===== src/logic/cad_pkg.sv =====
// Constants, register map and operation codes of the core arithmetic engine.
// Assumes one core clock shared with the decoder and the working register file.
package cad_pkg;

	// Register port indexes
	localparam logic [3:0] REG_CORE_CTRL = 4'h0;
	localparam logic [3:0] REG_STATUS    = 4'h1;
	localparam logic [3:0] REG_ACC0_LO   = 4'h2;
	localparam logic [3:0] REG_ACC0_MID  = 4'h3;
	localparam logic [3:0] REG_ACC0_HI   = 4'h4;
	localparam logic [3:0] REG_ACC1_LO   = 4'h5;
	localparam logic [3:0] REG_ACC1_MID  = 4'h6;
	localparam logic [3:0] REG_ACC1_HI   = 4'h7;

	// Core control fields and reset
	localparam int unsigned CC_MUL_MODE = 0;
	localparam int unsigned CC_ROUND    = 1;
	localparam int unsigned CC_FRAME    = 2;
	localparam int unsigned CC_SATMODE  = 4;
	localparam int unsigned CC_SATWR    = 5;
	localparam int unsigned CC_SAT_B    = 6;
	localparam int unsigned CC_SAT_A    = 7;
	localparam int unsigned CC_SIGN_LO  = 12;
	localparam logic [15:0] CORE_CTRL_RESET = 16'h0000;
	localparam logic [15:0] CORE_CTRL_WMASK = 16'h30F3;

	// Multiply sign selections
	localparam logic [1:0] SGN_SIGNED   = 2'h0;
	localparam logic [1:0] SGN_UNSIGNED = 2'h1;

	// Status word fields and reset
	localparam int unsigned SW_C  = 0;
	localparam int unsigned SW_Z  = 1;
	localparam int unsigned SW_V  = 2;
	localparam int unsigned SW_N  = 3;
	localparam int unsigned SW_NB = 8;
	localparam logic [15:0] STATUS_RESET = 16'h0000;

	// Divider length and accumulator limits
	localparam logic [4:0]  DIV_LAST      = 5'h0F;
	localparam logic [39:0] ACC_RESET     = 40'h0000000000;
	localparam logic [39:0] ACC_MAX_NORM  = 40'h007FFFFFFF;
	localparam logic [39:0] ACC_MIN_NORM  = 40'hFF80000000;
	localparam logic [39:0] ACC_MAX_SUPER = 40'h7FFFFFFFFF;
	localparam logic [39:0] ACC_MIN_SUPER = 40'h8000000000;
	localparam logic [39:0] ROUND_HALF    = 40'h0000008000;

	// Operations issued by the decoder
	typedef enum logic [4:0] {
		OP_ADD, OP_ADDC, OP_SUB, OP_SUBB, OP_AND, OP_IOR, OP_XOR,
		OP_SHL, OP_LSR, OP_ASR,
		OP_MUL_SS, OP_MUL_UU, OP_MUL_SU, OP_MUL_UXS, OP_MUL_SLIT, OP_MUL_ULIT,
		OP_MUL_BYTE, OP_DIV_S, OP_DIV_U,
		ACCUMULATOR_ZERO_OP, SQUARE_OF_DIFF_OP, ACCUM_SQUARE_OF_DIFF_OP,
		MULTIPLY_ACCUM_OP, STORE_ACCUM_OP, MULTIPLY_ONLY_OP, NEGATED_MULTIPLY_OP,
		MULTIPLY_SUBTRACT_OP, OP_ACC_ADD, OP_ACC_SUB, OP_ACC_NEG, OP_ACC_SHIFT
	} cad_op_type;

endpackage


===== src/logic/cad_engine.sv =====
// Arithmetic datapath: 16-bit ALU, 17x17 multiplier, iterative divider, DSP engine.
// Assumes the decoder fetches operands and writes results back on the same clock.
`timescale 1ns/1ps

// Function
// - ALU is 16 bits wide: add, subtract, shifts, logic operations.
// - Arithmetic results use two's complement unless stated otherwise.
// - Add and subtract update carry, zero, negative, overflow and digit-carry flags; logic ops and shifts update only zero and negative.
// - On subtraction carry and digit carry mean no borrow.
// - Byte or word operation selected by the instruction mode.
// - Operands from registers or memory; result goes to registers or memory.
// - 17x17 multiplier handles unsigned, signed and mixed-sign products.
// - Integer modes: signed, unsigned, mixed, 16x5 literal, 8x8 unsigned.
// - Signed and unsigned divide, 32/16 and 16/16.
// - Quotient goes to working register zero, remainder to register one.
// - Divisor any register; 32-bit dividend from aligned pair, odd word high.
// - Divide takes one cycle per divisor bit for both sizes.
// - 40-bit shifter and adder feed two accumulators with round and saturate.
// - Accumulator add, subtract and negate need no other operand.
// - Control bits pick multiply sign, saturation per target, saturation mode.
// - Rounding select 1 means biased rounding, 0 means convergent.
// - Multiply mode bit 1 means integer, 0 means fractional.
// - Stack frame active makes frame and stack pointers unpaged.
// - Accumulator ops: clear, squared difference, multiply-accumulate, negate, store.
module cad_engine (
	// Clock and reset
	input  wire logic                 ref_clk,
	input  wire logic                 reset,
	// Operation request
	input  wire logic                 op_valid,
	input  wire cad_pkg::cad_op_type  op_code,
	input  wire logic                 op_byte,
	input  wire logic                 op_long,
	input  wire logic                 op_acc_b,
	input  wire logic                 op_dest_mem,
	input  wire logic [3:0]           op_dest_idx,
	input  wire logic [15:0]          op_a,
	input  wire logic [15:0]          op_b,
	input  wire logic [15:0]          op_c,
	input  wire logic                 stack_frame_in,
	// Results and status
	output logic                      op_ready_q,
	output logic                      res_valid_q,
	output logic                      res_to_mem_q,
	output logic [3:0]                res_lo_idx_q,
	output logic [15:0]               res_lo_q,
	output logic                      res_hi_valid_q,
	output logic [3:0]                res_hi_idx_q,
	output logic [15:0]               res_hi_q,
	output logic [15:0]               status_word_q,
	output logic                      frame_unpaged_q,
	// Register port
	input  wire logic [3:0]           reg_addr,
	input  wire logic [15:0]          reg_wdata,
	input  wire logic                 reg_wr,
	input  wire logic                 reg_rd,
	output logic [15:0]               reg_rdata_q
);
	import cad_pkg::*;

	logic [15:0] core_ctrl_q;
	logic [39:0] acc_q [2];
	logic [4:0]  div_cnt_q;
	logic [15:0] div_rem_q;
	logic [15:0] div_quo_q;
	logic [15:0] div_dvs_q;
	logic        div_qneg_q;
	logic        div_rneg_q;

	logic        fire;
	logic        fire_div;
	logic        alu_op;
	logic        mul_op;
	logic        dsp_wr;
	logic        div_signed;
	logic        is_sub;
	logic        cin;
	logic [15:0] b_eff;
	logic [16:0] sum_w;
	logic [8:0]  sum_b;
	logic [4:0]  sum_n;
	logic [15:0] alu_r;
	logic [15:0] alu_res;
	logic        alu_arith;
	logic [16:0] mx;
	logic [16:0] my;
	logic [16:0] diff;
	logic signed [33:0] mprod;
	logic [39:0] prod40;
	logic [39:0] acc_t;
	logic [39:0] acc_o;
	logic [39:0] acc_sh;
	logic [5:0]  sh_left;
	logic [40:0] dsum;
	logic [39:0] dsat;
	logic [39:0] acc_rnd;
	logic [15:0] store_word;
	logic [31:0] dvd;
	logic [31:0] dvd_mag;
	logic [15:0] dvs_mag;
	logic [17:0] trial;
	logic [16:0] shifted;
	logic [15:0] rem_nx;
	logic [15:0] quo_nx;
	logic [15:0] cc_view;

	// Request handshake
	assign fire     = op_valid && op_ready_q;
	assign fire_div = fire && (op_code inside {OP_DIV_S, OP_DIV_U});
	assign alu_op   = op_code inside {OP_ADD, OP_ADDC, OP_SUB, OP_SUBB, OP_AND, OP_IOR,
		OP_XOR, OP_SHL, OP_LSR, OP_ASR};
	assign mul_op   = op_code inside {OP_MUL_SS, OP_MUL_UU, OP_MUL_SU, OP_MUL_UXS,
		OP_MUL_SLIT, OP_MUL_ULIT, OP_MUL_BYTE};

	// Two's complement adder with inverted-borrow carry
	always_comb begin
		is_sub = (op_code == OP_SUB) || (op_code == OP_SUBB);
		b_eff  = is_sub ? ~op_b : op_b;
		case (op_code)
			OP_ADDC, OP_SUBB: cin = status_word_q[SW_C];
			OP_SUB:           cin = 1'b1;
			default:          cin = 1'b0;
		endcase
		sum_w = {1'b0, op_a} + {1'b0, b_eff} + {16'h0000, cin};
		sum_b = {1'b0, op_a[7:0]} + {1'b0, b_eff[7:0]} + {8'h00, cin};
		sum_n = {1'b0, op_a[3:0]} + {1'b0, b_eff[3:0]} + {4'h0, cin};
	end

	// ALU result select
	always_comb begin
		alu_arith = 1'b0;
		case (op_code)
			OP_ADD, OP_ADDC, OP_SUB, OP_SUBB: begin
				alu_arith = 1'b1;
				alu_r     = sum_w[15:0];
			end
			OP_AND:  alu_r = op_a & op_b;
			OP_IOR:  alu_r = op_a | op_b;
			OP_XOR:  alu_r = op_a ^ op_b;
			OP_SHL:  alu_r = op_byte ? {8'h00, 8'(op_a[7:0] << op_b[3:0])} : op_a << op_b[3:0];
			OP_LSR:  alu_r = op_byte ? {8'h00, 8'(op_a[7:0] >> op_b[3:0])} : op_a >> op_b[3:0];
			OP_ASR:  alu_r = op_byte ? {8'h00, 8'($signed(op_a[7:0]) >>> op_b[3:0])}
				: 16'($signed(op_a) >>> op_b[3:0]);
			default: alu_r = op_a;
		endcase
		alu_res = op_byte ? {op_a[15:8], alu_r[7:0]} : alu_r;
	end

	// Multiplier operand extension
	always_comb begin
		diff = {op_a[15], op_a} - {op_b[15], op_b};
		mx   = {op_a[15], op_a};
		my   = {op_b[15], op_b};
		case (op_code)
			OP_MUL_UU: begin
				mx = {1'b0, op_a};
				my = {1'b0, op_b};
			end
			OP_MUL_SU:   my = {1'b0, op_b};
			OP_MUL_UXS:  mx = {1'b0, op_a};
			OP_MUL_SLIT: my = {12'h000, op_b[4:0]};
			OP_MUL_ULIT: begin
				mx = {1'b0, op_a};
				my = {12'h000, op_b[4:0]};
			end
			OP_MUL_BYTE: begin
				mx = {9'h000, op_a[7:0]};
				my = {9'h000, op_b[7:0]};
			end
			SQUARE_OF_DIFF_OP, ACCUM_SQUARE_OF_DIFF_OP: begin
				mx = diff;
				my = diff;
			end
			OP_MUL_SS: mx = {op_a[15], op_a};
			default: begin
				if (core_ctrl_q[CC_SIGN_LO+:2] == SGN_UNSIGNED) begin
					mx = {1'b0, op_a};
					my = {1'b0, op_b};
				end else if (core_ctrl_q[CC_SIGN_LO+:2] != SGN_SIGNED) begin
					my = {1'b0, op_b};
				end
			end
		endcase
		mprod = $signed(mx) * $signed(my);
		if (core_ctrl_q[CC_MUL_MODE])
			prod40 = {{6{mprod[33]}}, mprod};
		else
			prod40 = {{5{mprod[33]}}, mprod, 1'b0};
	end

	// Accumulator adder, barrel shifter and saturation
	always_comb begin
		acc_t   = op_acc_b ? acc_q[1] : acc_q[0];
		acc_o   = op_acc_b ? acc_q[0] : acc_q[1];
		sh_left = 6'(-op_b[5:0]);
		acc_sh  = op_b[5] ? 40'(acc_t << sh_left) : 40'($signed(acc_t) >>> op_b[5:0]);
		dsp_wr  = 1'b1;
		case (op_code)
			ACCUMULATOR_ZERO_OP:  dsum = 41'h00000000000;
			SQUARE_OF_DIFF_OP, MULTIPLY_ONLY_OP: dsum = {prod40[39], prod40};
			ACCUM_SQUARE_OF_DIFF_OP, MULTIPLY_ACCUM_OP:
				dsum = {acc_t[39], acc_t} + {prod40[39], prod40};
			NEGATED_MULTIPLY_OP:  dsum = 41'h00000000000 - {prod40[39], prod40};
			MULTIPLY_SUBTRACT_OP: dsum = {acc_t[39], acc_t} - {prod40[39], prod40};
			OP_ACC_ADD:           dsum = {acc_t[39], acc_t} + {acc_o[39], acc_o};
			OP_ACC_SUB:           dsum = {acc_t[39], acc_t} - {acc_o[39], acc_o};
			OP_ACC_NEG:           dsum = 41'h00000000000 - {acc_t[39], acc_t};
			OP_ACC_SHIFT:         dsum = {acc_sh[39], acc_sh};
			default: begin
				dsum   = {acc_t[39], acc_t};
				dsp_wr = 1'b0;
			end
		endcase
		dsat = dsum[39:0];
		if (op_acc_b ? core_ctrl_q[CC_SAT_B] : core_ctrl_q[CC_SAT_A]) begin
			if (core_ctrl_q[CC_SATMODE]) begin
				if (dsum[40] != dsum[39])
					dsat = dsum[40] ? ACC_MIN_SUPER : ACC_MAX_SUPER;
			end else if (dsum[40:31] != {10{dsum[40]}}) begin
				dsat = dsum[40] ? ACC_MIN_NORM : ACC_MAX_NORM;
			end
		end
	end

	// Rounded, optionally saturated store word
	always_comb begin
		if (core_ctrl_q[CC_ROUND] || acc_t[15:0] != 16'h8000 || acc_t[16])
			acc_rnd = acc_t + ROUND_HALF;
		else
			acc_rnd = acc_t;
		store_word = acc_rnd[31:16];
		if (core_ctrl_q[CC_SATWR] && acc_rnd[39:31] != {9{acc_rnd[39]}})
			store_word = acc_rnd[39] ? 16'h8000 : 16'h7FFF;
	end

	// Divider operand magnitudes and one restoring step
	always_comb begin
		div_signed = (op_code == OP_DIV_S);
		if (op_long)
			dvd = {op_c, op_a};
		else
			dvd = {(div_signed ? {16{op_a[15]}} : 16'h0000), op_a};
		dvd_mag = (div_signed && dvd[31]) ? 32'(-dvd) : dvd;
		dvs_mag = (div_signed && op_b[15]) ? 16'(-op_b) : op_b;
		shifted = {div_rem_q, div_quo_q[15]};
		trial   = {1'b0, shifted} - {2'h0, div_dvs_q};
		rem_nx  = trial[17] ? shifted[15:0] : trial[15:0];
		quo_nx  = {div_quo_q[14:0], ~trial[17]};
	end

	// Divider sequence, one step per divisor bit
	always_ff @(posedge ref_clk) begin
		if (reset) begin
			op_ready_q <= 1'b1;
			div_cnt_q  <= 5'h00;
			div_rem_q  <= 16'h0000;
			div_quo_q  <= 16'h0000;
			div_dvs_q  <= 16'h0000;
			div_qneg_q <= 1'b0;
			div_rneg_q <= 1'b0;
		end else if (fire_div) begin
			op_ready_q <= 1'b0;
			div_cnt_q  <= 5'h00;
			div_rem_q  <= dvd_mag[31:16];
			div_quo_q  <= dvd_mag[15:0];
			div_dvs_q  <= dvs_mag;
			div_qneg_q <= div_signed && (dvd[31] ^ op_b[15]);
			div_rneg_q <= div_signed && dvd[31];
		end else if (!op_ready_q) begin
			div_cnt_q  <= 5'(div_cnt_q + 5'h01);
			div_rem_q  <= rem_nx;
			div_quo_q  <= quo_nx;
			op_ready_q <= (div_cnt_q == DIV_LAST);
		end
	end

	// Result write-back
	always_ff @(posedge ref_clk) begin
		if (reset) begin
			res_valid_q    <= 1'b0;
			res_to_mem_q   <= 1'b0;
			res_lo_idx_q   <= 4'h0;
			res_lo_q       <= 16'h0000;
			res_hi_valid_q <= 1'b0;
			res_hi_idx_q   <= 4'h0;
			res_hi_q       <= 16'h0000;
		end else if (!op_ready_q && div_cnt_q == DIV_LAST) begin
			res_valid_q    <= 1'b1;
			res_to_mem_q   <= 1'b0;
			res_lo_idx_q   <= 4'h0;
			res_lo_q       <= div_qneg_q ? 16'(-quo_nx) : quo_nx;
			res_hi_valid_q <= 1'b1;
			res_hi_idx_q   <= 4'h1;
			res_hi_q       <= div_rneg_q ? 16'(-rem_nx) : rem_nx;
		end else if (fire && (alu_op || mul_op || op_code == STORE_ACCUM_OP)) begin
			res_valid_q    <= 1'b1;
			res_to_mem_q   <= op_dest_mem;
			res_lo_idx_q   <= op_dest_idx;
			res_hi_idx_q   <= 4'(op_dest_idx + 4'h1);
			res_hi_valid_q <= mul_op && (op_code != OP_MUL_BYTE);
			res_hi_q       <= mprod[31:16];
			if (alu_op)
				res_lo_q <= alu_res;
			else if (mul_op)
				res_lo_q <= mprod[15:0];
			else
				res_lo_q <= store_word;
		end else begin
			res_valid_q    <= 1'b0;
			res_hi_valid_q <= 1'b0;
		end
	end

	// Status flags
	always_ff @(posedge ref_clk) begin
		if (reset) begin
			status_word_q <= STATUS_RESET;
		end else if (fire && alu_op) begin
			status_word_q[SW_Z] <= op_byte ? (alu_r[7:0] == 8'h00) : (alu_r == 16'h0000);
			status_word_q[SW_N] <= op_byte ? alu_r[7] : alu_r[15];
			if (alu_arith) begin
				status_word_q[SW_C]  <= op_byte ? sum_b[8] : sum_w[16];
				status_word_q[SW_NB] <= sum_n[4];
				status_word_q[SW_V]  <= op_byte
					? (op_a[7] == b_eff[7]) && (alu_r[7] != op_a[7])
					: (op_a[15] == b_eff[15]) && (alu_r[15] != op_a[15]);
			end
		end
	end

	// Two accumulators
	for (genvar g = 0; g < 2; g++) begin : g_acc
		always_ff @(posedge ref_clk) begin
			if (reset)
				acc_q[g] <= ACC_RESET;
			else if (fire && dsp_wr && (op_acc_b == 1'(g)))
				acc_q[g] <= dsat;
		end
	end

	// Core control and stack frame status
	always_ff @(posedge ref_clk) begin
		if (reset) begin
			core_ctrl_q     <= CORE_CTRL_RESET;
			frame_unpaged_q <= 1'b0;
		end else begin
			frame_unpaged_q <= stack_frame_in;
			if (reg_wr && reg_addr == REG_CORE_CTRL)
				core_ctrl_q <= reg_wdata & CORE_CTRL_WMASK;
		end
	end

	// Register reads, data valid one cycle after the strobe
	always_comb begin
		cc_view         = core_ctrl_q;
		cc_view[CC_FRAME] = frame_unpaged_q;
	end

	always_ff @(posedge ref_clk) begin
		if (reset || !reg_rd) begin
			reg_rdata_q <= 16'h0000;
		end else begin
			case (reg_addr)
				REG_CORE_CTRL: reg_rdata_q <= cc_view;
				REG_STATUS:    reg_rdata_q <= status_word_q;
				REG_ACC0_LO:   reg_rdata_q <= acc_q[0][15:0];
				REG_ACC0_MID:  reg_rdata_q <= acc_q[0][31:16];
				REG_ACC0_HI:   reg_rdata_q <= {8'h00, acc_q[0][39:32]};
				REG_ACC1_LO:   reg_rdata_q <= acc_q[1][15:0];
				REG_ACC1_MID:  reg_rdata_q <= acc_q[1][31:16];
				REG_ACC1_HI:   reg_rdata_q <= {8'h00, acc_q[1][39:32]};
				default:       reg_rdata_q <= 16'h0000;
			endcase
		end
	end

	// Checks
	property p_sub_borrow;
		@(posedge ref_clk) disable iff (reset)
		fire && op_code == OP_SUB && !op_byte |=>
			status_word_q[SW_C] == ($past(op_a) >= $past(op_b));
	endproperty
	a_sub_borrow: assert property (p_sub_borrow) else $error("carry not inverted borrow");

	property p_xor_zero;
		@(posedge ref_clk) disable iff (reset)
		fire && op_code == OP_XOR && op_a == op_b |=> status_word_q[SW_Z] && !status_word_q[SW_N];
	endproperty
	a_xor_zero: assert property (p_xor_zero) else $error("zero flag wrong");

	property p_byte_keep;
		@(posedge ref_clk) disable iff (reset)
		fire && op_byte && op_code == OP_ADD |=> res_valid_q && res_lo_q[15:8] == $past(op_a[15:8]);
	endproperty
	a_byte_keep: assert property (p_byte_keep) else $error("byte op touched upper byte");

	property p_mul_uu;
		@(posedge ref_clk) disable iff (reset)
		fire && op_code == OP_MUL_UU |=> {res_hi_q, res_lo_q} == 32'($past(op_a)) * 32'($past(op_b));
	endproperty
	a_mul_uu: assert property (p_mul_uu) else $error("unsigned product wrong");

	property p_div_time;
		@(posedge ref_clk) disable iff (reset)
		fire_div |=> (!res_valid_q [*8]) ##8 (!res_valid_q && !op_ready_q) ##1 (res_valid_q && op_ready_q);
	endproperty
	a_div_time: assert property (p_div_time) else $error("divide length wrong");

	property p_div_regs;
		@(posedge ref_clk) disable iff (reset)
		fire_div |-> ##17 (res_lo_idx_q == 4'h0 && res_hi_idx_q == 4'h1 && res_hi_valid_q);
	endproperty
	a_div_regs: assert property (p_div_regs) else $error("divide targets wrong");

	property p_div_quot;
		@(posedge ref_clk) disable iff (reset)
		fire_div && op_code == OP_DIV_U && !op_long && op_b != 16'h0000 |-> ##17
			res_lo_q == $past(op_a, 17) / $past(op_b, 17) && res_hi_q == $past(op_a, 17) % $past(op_b, 17);
	endproperty
	a_div_quot: assert property (p_div_quot) else $error("quotient or remainder wrong");

	property p_acc_zero;
		@(posedge ref_clk) disable iff (reset)
		fire && op_code == ACCUMULATOR_ZERO_OP && !op_acc_b |=> acc_q[0] == ACC_RESET;
	endproperty
	a_acc_zero: assert property (p_acc_zero) else $error("clear left accumulator set");

	property p_acc_neg;
		@(posedge ref_clk) disable iff (reset)
		fire && op_code == OP_ACC_NEG && !op_acc_b && !core_ctrl_q[CC_SAT_A] |=>
			acc_q[0] == 40'(-$past(acc_q[0]));
	endproperty
	a_acc_neg: assert property (p_acc_neg) else $error("negate wrong");

	property p_int_mpy;
		@(posedge ref_clk) disable iff (reset)
		fire && op_code == MULTIPLY_ONLY_OP && !op_acc_b && core_ctrl_q[CC_MUL_MODE]
			&& core_ctrl_q[CC_SIGN_LO+:2] == SGN_SIGNED && !core_ctrl_q[CC_SAT_A] |=>
			acc_q[0] == 40'($signed($past(op_a)) * $signed($past(op_b)));
	endproperty
	a_int_mpy: assert property (p_int_mpy) else $error("integer multiply wrong");

	property p_frame;
		@(posedge ref_clk) disable iff (reset)
		##1 frame_unpaged_q == $past(stack_frame_in);
	endproperty
	a_frame: assert property (p_frame) else $error("stack frame status stale");

endmodule


===== config.mk =====
export PLATFORM = sky130hd
export DESIGN_NAME = cad_engine
export DESIGN_NICKNAME = d
export VERILOG_FILES = /design/src/logic/cad_pkg.sv /design/src/logic/cad_engine.sv
export SDC_FILE = /design/constraint.sdc
export NUM_CORES = 2
export LEC_CHECK = 0
export BUFFER_PORTS_ARGS = -buffer_cell sky130_fd_sc_hd__buf_4
export CELL_PAD_IN_SITES_DETAIL_PLACEMENT = 0
export CELL_PAD_IN_SITES_GLOBAL_PLACEMENT = 2
export CORE_ASPECT_RATIO = 0.5
export CORE_MARGIN = 10
export CORE_UTILIZATION = 39
export CTS_CLUSTER_DIAMETER = 30
export DETAILED_ROUTE_END_ITERATION = 6
export PLACE_DENSITY = 0.84
export SLEW_MARGIN = 20
export SYNTH_ARGS = -nofsm -noshare
export SYNTH_HDL_FRONTEND = slang
export SYNTH_SLANG_ARGS = --single-unit

===== constraint.sdc =====
create_clock -name ref_clk -period 19.97 [get_ports ref_clk]
set_input_delay 1.997 -clock ref_clk [delete_from_list [all_inputs] [get_ports ref_clk]]
set_output_delay 1.997 -clock ref_clk [all_outputs]
set_load 0.02 [all_outputs]

### After elaboration in Yosys (flattened, before gate mapping)

Memory sizes are Yosys's and may differ from the RTL's.
Cells that the tools add are included.
Widths: inputs -> output; s select.

* bits in registers: 129
* latch bits: 0
* bits in writable memories: 80
* memory bits (read-only): 0
* bits of input ports: 87
* output and inout bits: 77
* logic and storage cells: 226
* memories kept: 1

* add/sub/neg operators: 22
* $mul: 1
* div/mod/pow operators: 0
* magnitude comparators: 0
* eq/ne operators: 49
* shifts and indexed selects: 8
* muxes and demuxes: 69
* bitwise gates (word level): 9
* reductions and logical operators: 47

Memories
* acc_q: words 2, bits a word 40, read ports 2, clocked after Yosys merged registers in 0, wr ports 2, RTL line cad_engine.sv:62 `logic [39:0] acc_q [2];`

Operators with widths (count)
* $mux 40: 12
* $pmux 41 s9: 1
* $mux 16: 22
* $pmux 16 s8: 1
* $pmux 16 s7: 1
* $pmux 17 s5: 1
* $eq 5x5->1 const B: 15
* $pmux 17 s4: 1
* $mux 32: 2
* $mux 17: 3
* $neg 16->16: 3
* $eq 5x4->1 const B: 9
* $add 40x35->41: 1
* $add 40x40->41: 1
* $sub 1x40->41 const A: 1
* $sub 40x35->41: 1
* $sub 40x40->41: 1
* $add 40x16->40 const B: 1
* $shl 40x6->40: 1
* $sshr 40x6->40: 1
* $sub 1x35->36 const A: 1
* $mul 17x17->34: 1
* $mux 34: 1
* $neg 32->32: 1
* other kinds (55): 122

### Logic depth before layout (Yosys ltp)

* word-level depth: 13
* gate-level depth with buffers: 64
* mapped depth without buffers: 56

### Worst setup path before layout

No wires, ideal clock.

* kind: input to register
* start point: in op_b[2]
* end point: mem acc_q[0][21], data pin
* setup time: 0.266 ns
* data arrival time: 16.925 ns
* data required time: 19.704 ns
* setup slack: 2.779 ns
* stages on the path: 58
* path buffers: 7
* cells stage by stage: buf_2 -> inv_2 -> buf_1 -> buf_1 -> clkbuf_1 -> buf_1 -> ha_1 -> inv_1 -> a21oi_1 -> o21bai_1 -> a21oi_1 -> o21bai_1 -> a21oi_1 -> o21bai_1 -> a2111o_1 -> a31o_2 -> a21oi_1 -> nor3_1 -> [... 22 more ...] -> nor3_1 -> xnor2_1 -> a221oi_1 -> ha_1 -> a21oi_1 -> o211ai_1 -> a32oi_1 -> and2_1 -> a21oi_1 -> a31oi_1 -> o21ai_0 -> mux2i_1 -> o41ai_1 -> o2111ai_1 -> or4b_4 -> buf_6 -> a31oi_4 -> nor2_1

RTL lines
* start: declaration: RTL line cad_engine.sv:38 `input wire logic [15:0] op_b,`
* end: declaration: RTL line cad_engine.sv:62

==> out/metrics.csv <==
stage,metric,value,unit
timing,Slew @ Worst Pin,1.289,ns
timing,final setup TNS,0,ns
cts,Inserted Clock Buffers,47,
logic_synthesis,Yosys warnings,0,
logic_synthesis,synthesized flop and latch total,209,
setup_path,Reg2Reg Depth,39,
timing,final setup vio count,0,
cts,buffers inserted by post-CTS timing repair,0,
global_routing,initial antenna violation count,20,
cts,Root Driver,clkbuf_16,
setup_path,Startpoint Class,primary input,
die,FP Rows,86,
routing,via/cell ratio,6.506,
cts,htree depth,2,
timing,"Slew Viols, Final",0,
timing,crit share post-route,0.9167,
logic_synthesis,Syn Area/Cell,7.575,um^2
setup_path,worst-path maximum fanout,33,
final_layout,finished layout cell area,47790,um^2
cts,CTS hold repair buffers,0,
logic_synthesis,"Seq/Total Area, Yosys",0.1154,
min_path,Hold Path Depth,2,
timing,unrepaired setup endpoints after global routing,false,
logic_synthesis,"Cell Area, Synth",43210,um^2
routing,antenna-violating nets left,0,
logic_synthesis,"EDFF count, synth",80,
logic_synthesis,top-area cell type share of the netlist area,0.1399,
run,total of max-cap violations,0,
routing,DRT Pass-1 Iters,7,
global_routing,first-pass GRT wire length,325.6,mm
cts,CTS tree,built,
min_path,Hold WC Path Type,reg -> reg,
die,Die X,490.7,um
cts,Clock Pin Slew Worst Setup and Hold Paths,0.05,ns
status,status,"complete, but fails checks",
setup_path,CP peak stage delay,0.78,ns
cts,clk sinks,209,
logic_synthesis,ys async rst share,0,
global_routing,GRT Util Overall,0.3462,
setup_path,Crit Path Class,in -> reg,
routing,WL final,229.5,mm
final_layout,Final Core Density,0.4341,
die,number of top-level pins,164,
placed_design,HPWL after DPL,181.6,mm
setup_path,Setup crit end kind,flop,
cts,clk buf depth,3,
logic_synthesis,cells after synthesis,5704,
final_layout,fin nets,6302,
die,Initial Utilization,0.3925,
global_routing,vias in the first global route,44150,
timing,Rel. slew slack,0.1324,
timing,clk_skew,0.05555,ns
routing,Starting DRT DRC Count,6598,
cts,clk_lat worst skew,0.63,ns
logic_synthesis,"area leader, netlist",fa_1,
placed_design,number of port buffers,144,
die,die height,255.4,um
setup_path,crit-path most repeated cell,a21oi_1,
timing,worst hold margin,0.4590,ns
setup_path,Worst EP required,20.28,ns
routing,vias after detailed routing,47120,
global_routing,total global routing overflow,0,
routing,wire per inst,31.69,um
timing,fmax,0.05462,GHz
routing,drt drc,8,
logic_synthesis,Main synth FF type,dfxtp_1,
placed_design,Placement Cell Area,46110,um^2
global_routing,largest net degree at the start of global routing,92,
cts,PostCTS Resize Cnt,0,
die,core area,110100,um^2
logic_synthesis,post-synth cell types,110,
final_layout,share of cells above drive strength 1,0.1114,
logic_synthesis,top post-synthesis cells by area,"fa_1 14%, ha_1 6.3%, nor2_1 6.2%, dfxtp_1 6.0%, edfxtp_1 5.6%",
die,Die ar.,125300,um^2
final_layout,area delta synth->final,10.59,%
timing,"Hold Vio Cnt, Final",0,
status,violated checks,DRC,
setup_path,Critical-path top delay cell,or4b_4,
timing,final worst path period need,18.31,ns
placed_design,RD Place Congestion,1.033,
setup_path,Worst EP arrival,18.62,ns
==> cell usage in the layout, fill, tap and decap left out, types with 114 or more instances in the layout <==
cell type | netlist | layout
nor2_1 | 710 | 705
nand2_1 | 541 | 540
inv_1 | 474 | 473
a21oi_1 | 422 | 422
buf_4 | 22 | 315
fa_1 | 302 | 302
o21ai_0 | 297 | 294
xnor2_1 | 220 | 217
ha_1 | 217 | 217
mux2i_1 | 204 | 202
dfxtp_1 | 129 | 127
nor3_1 | 131 | 125
nand3_1 | 115 | 114
==> cells in the mapped netlist (31+ instances only) <==
cell type	instances
ha_1	217
xor2_1	63
fa_1	302
a21o_1	64
mux4_2	75
nor2_1	710
and3_1	41
edfxtp_1	80
o21ai_0	297
nand3_1	115
a221oi_1	63
nand4_1	39
dfxtp_1	129
mux2i_1	204
nand2b_1	45
nor2b_1	37
o31ai_1	45
clkbuf_1	278
a22oi_1	43
o211ai_1	65
and2_1	31
buf_1	56
o221ai_1	43
a21oi_1	422
o22ai_1	70
nor3_1	131
xnor2_1	220
inv_1	474
mux2_2	42
or2_2	36
nand2_1	541
or3_1	52
a31oi_1	57
nor4_1	43
a211oi_1	80
==> state kept, by name, indices dropped and copies added, names as in the netlist, 4 cells and up <==
register,flops
acc_q,80
div_dvs_q,16
div_quo_q,16
div_rem_q,16
reg_rdata_q,16
res_hi_q,16
res_lo_q,16
core_ctrl_q,8
div_cnt_q,5
status_word_q,5
res_hi_idx_q,4
res_lo_idx_q,4
==> final timing paths <==
path,from,end,slack [ns]
worst max-delay path,op_b[1],acc_q[0][13],1.66
worst min-delay path,res_lo_idx_q[3],res_lo_idx_q[3],0.46
worst max register to register,core_ctrl_q[13],acc_q[0][13],4.80
worst min register to register,res_lo_idx_q[3],res_lo_idx_q[3],0.46
==> cells by family after synthesis <==
group / after synthesis / share of synthesized area
fa+ha+maj: 519 / 0.2028
compound gates: 1570 / 0.2429
xor+xnor: 284 / 0.05800
simple gates: 1921 / 0.2037
buf+inv: 878 / 0.07954
flops: 209 / 0.1154
mux: 322 / 0.09761
other cells: 1 / 0.00008679
==> cell type report <==
cell class / count / area [um^2]
Fill cell: 11310 / 62290
Multi-Input combinational cell: 4627 / 35050
Sequential cell: 209 / 4987
Timing Repair Buffer: 316 / 2376
Tap cell: 1496 / 1872
Inverter: 495 / 1859
Clock buffer: 54 / 1275
Clock inverter: 33 / 334.1
Antenna cell: 12 / 30.03
==> routing by layer <==
metal | up-vias | track usage | part of all wire
met2 | 2883 | 0.4931 | 0.40
met3 | 445 | 0.1008 | 0.12
met5 | - | 0 | 0.00027
met4 | 10 | 0.1184 | 0.040
li1 | 20380 | - | -
met1 | 23400 | 0.4930 | 0.43
==> critical path, delay by kind of cell <==
kind	cells	cell delay (ns)
AOI/OAI and AO/OA	24	6.31
adders and majority gates	9	4.61
and+or+nand+nor	10	3.52
buffers and inverters	9	1.42
muxes	2	0.57
xor gates and xnor gates	1	0.11
==> metrics by stage <==
step / instances / setup slack (ns)
floorplan: 5714 / 2.779
global placement: 7143 / 1.621
detailed placement: 7143 / 1.508
CTS: 7230 / 2.072
global route: 7232 / 0.9430
finish: 7242 / 1.663
Power is not shown: default switching activity piles up to over one toggle a cycle in this logic, so the estimate is an artifact.
